==> src/design/pdt_pkg.sv <==
// Package: register map, field positions and encodings for the dual timer
package pdt_pkg;
   // -------------------------------------------------------------
   // Register map
   // -------------------------------------------------------------
   localparam logic [7:0] ADDR_IRQ_FLAGS = 8'h01;
   localparam logic [7:0] ADDR_TA_MODE = 8'h08;
   localparam logic [7:0] ADDR_TB_MODE = 8'h09;
   localparam logic [7:0] ADDR_TB_LOW = 8'h0a;
   localparam logic [7:0] ADDR_TB_HIGH = 8'h0b;
   localparam logic [7:0] ADDR_CTRL = 8'h0d;
   // -------------------------------------------------------------
   // Fields and reset values
   // -------------------------------------------------------------
   localparam int FLAG_TA_BIT = 0;
   localparam int FLAG_TB_BIT = 2;
   localparam int TA_CLR_BIT = 3;
   localparam int RELOAD_EN_BIT = 3;
   localparam int CTRL_STOP_BIT = 0;
   localparam logic [3:0] MODE_RESET = 4'h0;
   localparam logic [7:0] LOAD_RESET = 8'h00;
   localparam logic [7:0] COUNT_MAX = 8'hff;
   localparam int PRE_WIDTH = 11;
   localparam logic [2:0] TB_SRC_EXT = 3'h7;
   localparam int TB_MODE_DELAY = 2;
   localparam logic [10:0] PRE_RESET = 11'h000;

   typedef struct packed {
      logic [7:0] addr;
      logic [3:0] wdata;
      logic wr;
      logic rd;
   } pdt_bus_t;

   typedef enum logic [1:0] {
      TBM_IDLE = 2'b01,
      TBM_WAIT = 2'b10
   } pdt_tbm_t;

   typedef struct packed {
      logic [10:0] pre;
      logic [7:0] cntA;
      logic [7:0] cntB;
      logic [3:0] modeA;
      logic [3:0] modeB;
      logic [3:0] modeBPend;
      logic [1:0] modeBDly;
      pdt_tbm_t tbm;
      logic [7:0] load;
      logic [3:0] latchLow;
      logic [3:0] rdata;
      logic flagA;
      logic flagB;
      logic stop;
      logic wdReset;
      logic [10:0] preDly;
      logic [1:0] extSync;
      logic extPrev;
   } pdt_state_t;
endpackage : pdt_pkg

==> src/design/pdt_timer.sv <==
// Prescaler with free-running/watchdog timer A and reload timer B
//
// Strobed register access is this design's own decision.
`timescale 1ns/10ps
module pdt_timer
   import pdt_pkg::*;
#(
   parameter bit WATCHDOG = 1'b0,
   parameter bit EXT_RISING = 1'b0
)
(
   input wire logic core_clk,
   input wire logic srst,
   input wire logic [7:0] regAddr,
   input wire logic [3:0] regWdata,
   input wire logic regWr,
   input wire logic regRd,
   output logic [3:0] regRdata,
   input wire logic extEvent,
   output logic [PRE_WIDTH-1:0] preTaps,
   output logic watchdogReset,
   output logic firstTimerIrqFlag,
   output logic secondTimerIrqFlag
);
   pdt_state_t s_r;
   pdt_state_t s_nxt;
   logic [3:0] modeBEff;
   logic tickA;
   logic tickB;
   logic extEdge;
   logic [PRE_WIDTH-1:0] taps;
   pdt_bus_t bus;
   logic wdFire;
   logic wrTaMode;
   logic wrTbMode;
   logic wrTbLow;
   logic wrTbHigh;
   logic wrFlags;
   logic wrCtrl;
   logic rdTbHigh;
   logic rdTbLow;
   logic rdFlags;

   // -------------------------------------------------------------
   // Constants
   // -------------------------------------------------------------
   localparam logic [1:0] MODE_DLY_INIT = 2'(TB_MODE_DELAY - 2);
   localparam pdt_state_t ST_RESET = '{
      pre: PRE_RESET,
      cntA: 8'h00,
      cntB: 8'h00,
      modeA: MODE_RESET,
      modeB: MODE_RESET,
      modeBPend: MODE_RESET,
      modeBDly: 2'h0,
      tbm: TBM_IDLE,
      load: LOAD_RESET,
      latchLow: 4'h0,
      rdata: 4'h0,
      flagA: 1'b0,
      flagB: 1'b0,
      stop: 1'b0,
      wdReset: 1'b0,
      preDly: PRE_RESET,
      extSync: {2{~EXT_RISING}},
      extPrev: ~EXT_RISING
   };

   // -------------------------------------------------------------
   // Prescaler taps: rising edge of bit k is a /2^(k+1) tick
   // -------------------------------------------------------------
   genvar g;
   generate
      for (g = 0; g < PRE_WIDTH; g++)
      begin : gTap
         assign taps[g] = s_r.pre[g] & ~s_r.preDly[g];
      end
   endgenerate

   // -------------------------------------------------------------
   // Register bus carrier and address decode
   // -------------------------------------------------------------
   assign bus = '{addr: regAddr, wdata: regWdata, wr: regWr, rd: regRd};

   assign wrTaMode = bus.wr && (bus.addr == ADDR_TA_MODE);
   assign wrTbMode = bus.wr && (bus.addr == ADDR_TB_MODE);
   assign wrTbLow = bus.wr && (bus.addr == ADDR_TB_LOW);
   assign wrTbHigh = bus.wr && (bus.addr == ADDR_TB_HIGH);
   assign wrFlags = bus.wr && (bus.addr == ADDR_IRQ_FLAGS);
   assign wrCtrl = bus.wr && (bus.addr == ADDR_CTRL);
   assign rdTbHigh = bus.rd && (bus.addr == ADDR_TB_HIGH);
   assign rdTbLow = bus.rd && (bus.addr == ADDR_TB_LOW);
   assign rdFlags = bus.rd && (bus.addr == ADDR_IRQ_FLAGS);

   // -------------------------------------------------------------
   // Timer B mode in force
   // -------------------------------------------------------------
   assign modeBEff = s_r.modeB;

   // -------------------------------------------------------------
   // Next state
   // -------------------------------------------------------------
   always_comb
   begin
      s_nxt = s_r;
      wdFire = 1'b0;
      extEdge = EXT_RISING ? (s_r.extSync[1] & ~s_r.extPrev)
                           : (~s_r.extSync[1] & s_r.extPrev);
      // Timer A tap choice
      if (WATCHDOG)
      begin
         tickA = taps[10];
      end
      else
      begin
         case (s_r.modeA[2:0])
            3'h0: tickA = taps[10];
            3'h1: tickA = taps[9];
            3'h2: tickA = taps[8];
            3'h3: tickA = taps[6];
            3'h4: tickA = taps[4];
            3'h5: tickA = taps[2];
            3'h6: tickA = taps[1];
            default: tickA = taps[0];
         endcase
      end
      // Timer B clock choice
      case (modeBEff[2:0])
         3'h0: tickB = taps[10];
         3'h1: tickB = taps[8];
         3'h2: tickB = taps[6];
         3'h3: tickB = taps[4];
         3'h4: tickB = taps[2];
         3'h5: tickB = taps[1];
         3'h6: tickB = taps[0];
         default: tickB = extEdge;
      endcase
      if (s_r.stop)
      begin
         tickA = 1'b0;
         tickB = 1'b0;
      end

      // Prescaler
      s_nxt.preDly = s_r.pre;
      if (!s_r.stop)
      begin
         s_nxt.pre = s_r.pre + 11'h001;
      end

      // Event pin synchroniser and edge memory
      s_nxt.extSync = {s_r.extSync[0], extEvent};
      s_nxt.extPrev = s_r.extSync[1];

      // Single-cycle outputs
      s_nxt.wdReset = 1'b0;
      s_nxt.rdata = 4'h0;

      // Flag write first, so a flag set below wins
      if (wrFlags)
      begin
         s_nxt.flagA = bus.wdata[FLAG_TA_BIT];
         s_nxt.flagB = bus.wdata[FLAG_TB_BIT];
      end

      // Timer A count and overflow
      if (tickA)
      begin
         if (s_r.cntA == COUNT_MAX)
         begin
            s_nxt.cntA = 8'h00;
            if (WATCHDOG)
            begin
               wdFire = 1'b1;
            end
            else
            begin
               s_nxt.flagA = 1'b1;
            end
         end
         else
         begin
            s_nxt.cntA = s_r.cntA + 8'h01;
         end
      end

      // Timer A mode write and watchdog clear
      if (wrTaMode)
      begin
         s_nxt.modeA = bus.wdata;
         if (WATCHDOG && bus.wdata[TA_CLR_BIT])
         begin
            s_nxt.cntA = 8'h00;
         end
      end

      // Timer B count, overflow and reload
      if (tickB)
      begin
         if (s_r.cntB == COUNT_MAX)
         begin
            s_nxt.flagB = 1'b1;
            if (modeBEff[RELOAD_EN_BIT])
            begin
               s_nxt.cntB = s_r.load;
            end
            else
            begin
               s_nxt.cntB = 8'h00;
            end
         end
         else
         begin
            s_nxt.cntB = s_r.cntB + 8'h01;
         end
      end

      // Timer B mode: new value in force from the second cycle
      case (s_r.tbm)
         TBM_IDLE:
         begin
            s_nxt.tbm = TBM_IDLE;
         end
         TBM_WAIT:
         begin
            if (s_r.modeBDly == 2'h0)
            begin
               s_nxt.modeB = s_r.modeBPend;
               s_nxt.tbm = TBM_IDLE;
            end
            else
            begin
               s_nxt.modeBDly = s_r.modeBDly - 2'h1;
            end
         end
         default:
         begin
            s_nxt.tbm = TBM_IDLE;
         end
      endcase
      if (wrTbMode)
      begin
         s_nxt.modeBPend = bus.wdata;
         s_nxt.modeBDly = MODE_DLY_INIT;
         s_nxt.tbm = TBM_WAIT;
      end

      // Load register; high digit presets the counter
      if (wrTbLow)
      begin
         s_nxt.load[3:0] = bus.wdata;
      end
      if (wrTbHigh)
      begin
         s_nxt.load[7:4] = bus.wdata;
         s_nxt.cntB = {bus.wdata, s_r.load[3:0]};
      end

      // Stop control
      if (wrCtrl)
      begin
         s_nxt.stop = bus.wdata[CTRL_STOP_BIT];
      end

      // Read data, valid in the cycle after the strobe
      if (rdTbHigh)
      begin
         s_nxt.rdata = s_r.cntB[7:4];
         s_nxt.latchLow = s_r.cntB[3:0];
      end
      else if (rdTbLow)
      begin
         s_nxt.rdata = s_r.latchLow;
      end
      else if (rdFlags)
      begin
         s_nxt.rdata[FLAG_TA_BIT] = s_r.flagA;
         s_nxt.rdata[FLAG_TB_BIT] = s_r.flagB;
      end

      // Watchdog overflow resets the whole block
      if (wdFire)
      begin
         s_nxt = ST_RESET;
         s_nxt.wdReset = 1'b1;
      end
   end

   // -------------------------------------------------------------
   // State register
   // -------------------------------------------------------------
   always_ff @(posedge core_clk)
   begin
      if (srst)
      begin
         s_r <= ST_RESET;
      end
      else
      begin
         s_r <= s_nxt;
      end
   end

   // -------------------------------------------------------------
   // Outputs
   // -------------------------------------------------------------
   assign regRdata = s_r.rdata;
   assign preTaps = s_r.pre;
   assign watchdogReset = s_r.wdReset;
   assign firstTimerIrqFlag = s_r.flagA;
   assign secondTimerIrqFlag = s_r.flagB;
endmodule : pdt_timer

==> config.mk <==
export PLATFORM = sky130hd
export DESIGN_NAME = pdt_timer
export DESIGN_NICKNAME = d
export VERILOG_FILES = /design/src/design/pdt_pkg.sv /design/src/design/pdt_timer.sv
export SDC_FILE = /design/constraint.sdc
export NUM_CORES = 1
export LEC_CHECK = 0
export ABC_AREA = 1
export BUFFER_PORTS_ARGS = -buffer_cell sky130_fd_sc_hd__buf_4
export CORE_ASPECT_RATIO = 2
export CORE_MARGIN = 2
export CORE_UTILIZATION = 40
export CTS_CLUSTER_SIZE = 14
export DETAILED_ROUTE_END_ITERATION = 10
export HOLD_SLACK_MARGIN = 0.1
export SLEW_MARGIN = 30
export SYNTH_ARGS = -nofsm -noshare
export SYNTH_HDL_FRONTEND = slang
export SYNTH_SLANG_ARGS = --single-unit
==> constraint.sdc <==
create_clock -name core_clk -period 4 [get_ports core_clk]
set_input_delay 0.8 -clock core_clk [delete_from_list [all_inputs] [get_ports core_clk]]
set_output_delay 0.8 -clock core_clk [all_outputs]
set_load 0.01 [all_outputs]
# --- Word level (Yosys, flattened, before mapping) ---
# Cells that the tools add are included.
word_totals:
  regBits: 76
  input_bits: 17
  word_cells: 104
op_classes:
  add_sub_neg: 4
  n_eq_ne: 22
  muxes: 24
  n_bitwise: 19
  reduce_logical: 16
op_table:
  columns: ["operator", "n"]
  rows:
  - ["equality test 8 x 4 -> 1 bit (second input constant)", 5]
  - ["two-way mux 8 bit", 5]
  - ["equality test 3 bit (second input constant)", 6]
  - ["adder 8 x 1 -> 8 bit (second input constant)", 2]
  - ["equality test 8 bit (second input constant)", 2]
  - ["case mux 1 bit (7 select lines)", 2]
  - ["equality test 3 x 2 -> 1 bit (second input constant)", 4]
  - ["two-way mux 1 bit", 12]
  - ["adder 11 x 1 -> 11 bit (second input constant)", 1]
  - ["inverter 1 bit", 10]
  - ["bitwise AND 1 bit", 9]
  - ["logical AND 1 bit", 9]
  - ["equality test 8 x 1 -> 1 bit (second input constant)", 1]
  - ["two-way mux 2 bit", 4]
  - ["equality test 3 x 1 -> 1 bit (second input constant)", 2]
  - ["zero test 3 bit", 2]
  - ["two-way mux 4 bit", 1]
  - ["AND reduction 2 bit", 2]
  - ["!= test 3 bit (second input constant)", 1]
  - ["equality test 2 bit (second input constant)", 1]
  - ["zero test 2 bit", 1]
  - ["nonzero test 2 bit", 1]
  - ["OR reduction 2 bit", 1]
  - ["subtractor 2 x 1 -> 2 bit (second input constant)", 1]

# --- Depth between registers and ports, before layout ---
logic_depth:
  word_depth: 6
  depth_mapped: 11

# --- Least setup slack after synthesis ---
# OpenSTA, ideal clock, no wires.
synth_path:
  path_type: "in2reg"
  startpoint: "in regAddr[7]"
  endpoint: "reg s_r[24] (netlist bit)"
  setup_ns: 0.116
  arrival_ns: 1.692
  required_time_ns: 3.884
  setup_slack_ns: 2.193
  path_stages: 9
  path_buffers: 1
  cell_sequence: "nor2_2 nand2_4 nor2_4 nand4_4 nor2_4 buf_6 inv_1 nor2_1 nor2_1"
synth_via:
  elab_chain_cells: 2
synth_lines:
  columns: ["element", "line_no", "text"]
  rows:
  - ["start, declared", "pdt_timer.sv:14", "input wire logic [7:0] regAddr,"]
  - ["equality test 8 x 4 -> 1 bit", "pdt_timer.sv:91", "assign rdTbHigh = bus.rd && (bus.addr == ADDR_TB_HIGH);"]
  - ["logical AND 1 bit", "pdt_timer.sv:91", null]
  - ["end signal, assigned", "pdt_timer.sv:300", "s_r <= s_nxt;"]
  - ["end, declared", "pdt_timer.sv:25", "pdt_state_t s_r;"]
# Every way passes these cells.
# A chain may end at the register's enable or synchronous reset.

# --- Worst setup path in the final report ---
layout_path:
  startpoint: "in regAddr[7]"
  endpoint: "reg s_r[56] (netlist bit)"
layout_via:
  elab_chain_cells: 3
  word_cells_on_any_way: 4
  classes_between: "1 x eq/ne; 1 x mux; 2 x reduce/logical"
layout_lines:
  columns: ["element", "line_no", "text"]
  rows:
  - ["equality test 8 x 4 -> 1 bit *", "pdt_timer.sv:88", "assign wrTbHigh = bus.wr && (bus.addr == ADDR_TB_HIGH);"]
  - ["logical AND 1 bit *", "pdt_timer.sv:88", null]
  - ["two-way mux 8 bit / nonzero test 2 bit (equally long branches)", null, null]
# Mark *: on every way between the ends. The rest lies on a longest branch, timed or not.

==> results_dict.tcl <==
set metrics [dict create \
    status "completed" \
    wp_data_required_ns 4.26 \
    post_route_setup_tns_ns 0 \
    chipHeight_um 137 \
    most-common-layout-cells "sky130_fd_sc_hd__nand2_1, sky130_fd_sc_hd__dfxtp_1, sky130_fd_sc_hd__inv_1, sky130_fd_sc_hd__nor2_1, sky130_fd_sc_hd__a21oi_1" \
    grt_start_max_net_pins 39 \
    post_cts_resized 0 \
    syn-num-nets 507 \
    timing_worst_slew_pin_value_ns 0.541 \
    holdBufCountCts 0 \
    wl_per_cell_um 14.1 \
    groute.usage.overall_pct 18.7 \
    synthToLayoutAreaGrowth_pct 14.0 \
    r2r_setup_slack_ns 2.36 \
    power.share.sequential_pct 45.5 \
    global_route_wire_length_before_repair_mm 13.7 \
    critical-path-slowest-cell "sky130_fd_sc_hd__nand2_2" \
    tmin_final_ns 1.88 \
    num_vias 3084 \
    seq_area_mm2 0.00144 \
    worst_hold_path_type "reg -> reg" \
    num_io_pins 35 \
    post_cts.repair.setup_buffers 0 \
    timing.final.max_slew_violations 0 \
    fillerInstances 878 \
    ant_nets_after_route 0 \
    ys_types 38 \
    r2r_cells 8 \
    hpwlAfterDp_mm 6.36 \
    hold_end "s_nxt[0]" \
    diodes 0 \
    drt_iter0_drc 178 \
    floorplan.initialDensity_pct 41.0 \
    placedInstanceArea_mm2 0.00372 \
    post_synth.cell_area_avg_um2 7.25 \
    path_clk_slew_ns 0.05 \
    syn_inst 486 \
    total_drc_errors_in_the_routed_layout 0 \
    detail_route.vias_per_cell 5.07 \
    cts-root-to-sink-buffers 2 \
    worst_path_largest_cell_delay_ns 0.27 \
    synthDominantAreaCellType "sky130_fd_sc_hd__dfxtp_1" \
    hold_violations_final 0 \
    cts_root_buffer "sky130_fd_sc_hd__clkbuf_16" \
    p_int_uw 1260 \
    endpoint_of_the_worst_register_to_register_path "firstTimerIrqFlag" \
    dr.pass1.iters 5 \
    placer_congestion_estimate 0.920 \
    cts.sinks 72 \
    grt-ovfl-total 0 \
    grt_antenna_before_repair 0 \
    cts.htree.levels 3 \
    layout.cells.most_common "sky130_fd_sc_hd__nand2_1" \
    floorplan.die.width_um 70.4 \
    hp-start "s_nxt[2]" \
    power_density_mw_per_mm2 398 \
    multiInputGateArea_mm2 0.00167 \
    synthTopCellsByArea "sky130_fd_sc_hd__dfxtp_1, sky130_fd_sc_hd__nand2_1, sky130_fd_sc_hd__inv_1" \
    grt_pass1_vias 2857 \
    synth.ff_latch_count 72 \
    critical_path.endpoint_type "flop" \
    max_freq_ghz 0.533 \
    cap_violations 0 \
    worst_path_most_repeated_cell "sky130_fd_sc_hd__nand2_1" \
    whs_ns 0.410 \
    tritoncts "done" \
    design.die.area_mm2 0.00962 \
    worstReg2RegStart "preTaps[10]" \
    coreArea_mm2 0.00859 \
    post-synth-top-area-fraction_pct 40.9 \
    clock_power_share_pct 50.4 \
    max-slew-margin-rel_pct 63.9 \
    synth.yosys.seq_area_share_pct 40.9 \
    post-route-cell-area_mm2 0.00402 \
    clock_latency_ns 0.33 \
    yosys_warnings 0 \
    rows 48 \
    cellLeakagePower_uw 0.00169 \
    portBuffers 33 \
    cts-buffers-inserted 9 \
    total_number_of_nets_in_the_final_design 524 \
    post_route_cells_drive_above_1_share_pct 16.3 \
    layout_worst_path_cycle_share_pct 46.9 \
    min_delay_path_depth 1 \
    synth.cell_area_mm2 0.00352 \
    power.ir.vdd_worst_mv 0.207 \
    swShare_pct 21.1 \
    setup_violations 0 \
    setup.worst_path.start_class "input pin" \
    grt_setup_unrepaired "no" \
    timing.critical_path.arrival_ns 2.14 \
    crit_chain "buf_4, nor2_2, nand2_4, nor2_4, nand2_2, inv_1, nand2_1, nand2_1, nand2_1, a21oi_1" \
    p_switching_uw 338 \
    skew_ns 0.00436 \
    critPathKind "in -> reg" \
    comb_power_share_pct 4.1 \
    route.final.wire_length_mm 8.60 \
    cp_max_fo 22 \
]
## cell usage after synthesis (all sizes together)
master	n
clkinv	1
nand4	7
nor3	8
o21ai	31
or2	2
nor4	3
and3	2
nand2	108
a21oi	43
o21a	2
nand3b	3
xnor2	3
buf	23
dfxtp	72
a211oi	4
ha	4
inv	61
nand3	42
nor2	56
xor2	6
clkbuf	4
conb	1
## worst max-delay path by stage
stage | from | endpoint | cells past startpoint
6_report | regAddr[7] | s_r[56] | 10
5_1_grt | regAddr[7] | s_r[57] | 10
4_1_cts | srst | preTaps[1] | 4
3_5_place_dp | srst | preTaps[1] | 4
3_3_place_gp | srst | modeBEff[0] | 4
2_1_floorplan | regAddr[7] | s_r[24] | 9
## critical path, delay by kind of cell
kind / cells / cell delay [ns]
AND/OR/NAND/NOR: 7 / 0.88
AO/OA/AOI/OAI: 1 / 0.11
buffers and inverters: 2 / 0.33
## sequential cells by signal, summed over array words and instances, names as in the netlist
register            flops
firstTimerIrqFlag       1
modeBEff                4
preTaps                11
regRdata                4
s_nxt                   2
s_r                    49
secondTimerIrqFlag      1
## power groups by stage
stage	registers, uW	clock network (uW)	logic [uW]
6_report	728	806	65.6
5_1_grt	729	852	72.5
4_1_cts	729	822	66.7
3_5_place_dp	744	0	66.3
3_3_place_gp	744	0	65.4
2_1_floorplan	743	0	39.6
## cells by family (layout without fill, tap and decap cells)
family	after synthesis	count (layout)	share of synthesized area (%)
xor+xnor	9	9	2.24
buf+inv	89	111	11.7
simple gates	231	231	31.2
fa+ha+maj	4	4	1.42
flops	72	72	40.9
other cells	1	1	0.106
compound gates	80	80	12.4
## metrics by stage
step | worst slack [ns] | power, uW | std cells | util [%]
2_1_floorplan | 2.19 | 782 | 486 | -
3_3_place_gp | 1.69 | 810 | 592 | 43.3
3_5_place_dp | 1.69 | 811 | 592 | 43.3
4_1_cts | 2.03 | 1620 | 608 | 46.8
5_1_grt | 1.99 | 1650 | 608 | 46.8
6_report | 2.12 | 1600 | 608 | 46.8
## layout make-up
type                       count  share of cell area (%)
clock buffer                  13                    6.48
clock inverter                 3                   0.997
inverter                      62                    5.79
multi-input combinational    325                    41.6
sequential                    72                    35.9
tap                          100                    3.12
timing repair buffer          33                    6.17
## per-layer routing
metal	global-route usage, %	wire, um
met1	17.3	2950
met4	12.4	351
met5	0	0
met2	36.0	5040
met3	3.46	256
No activity file was read; power rests on OpenSTA's default activity.
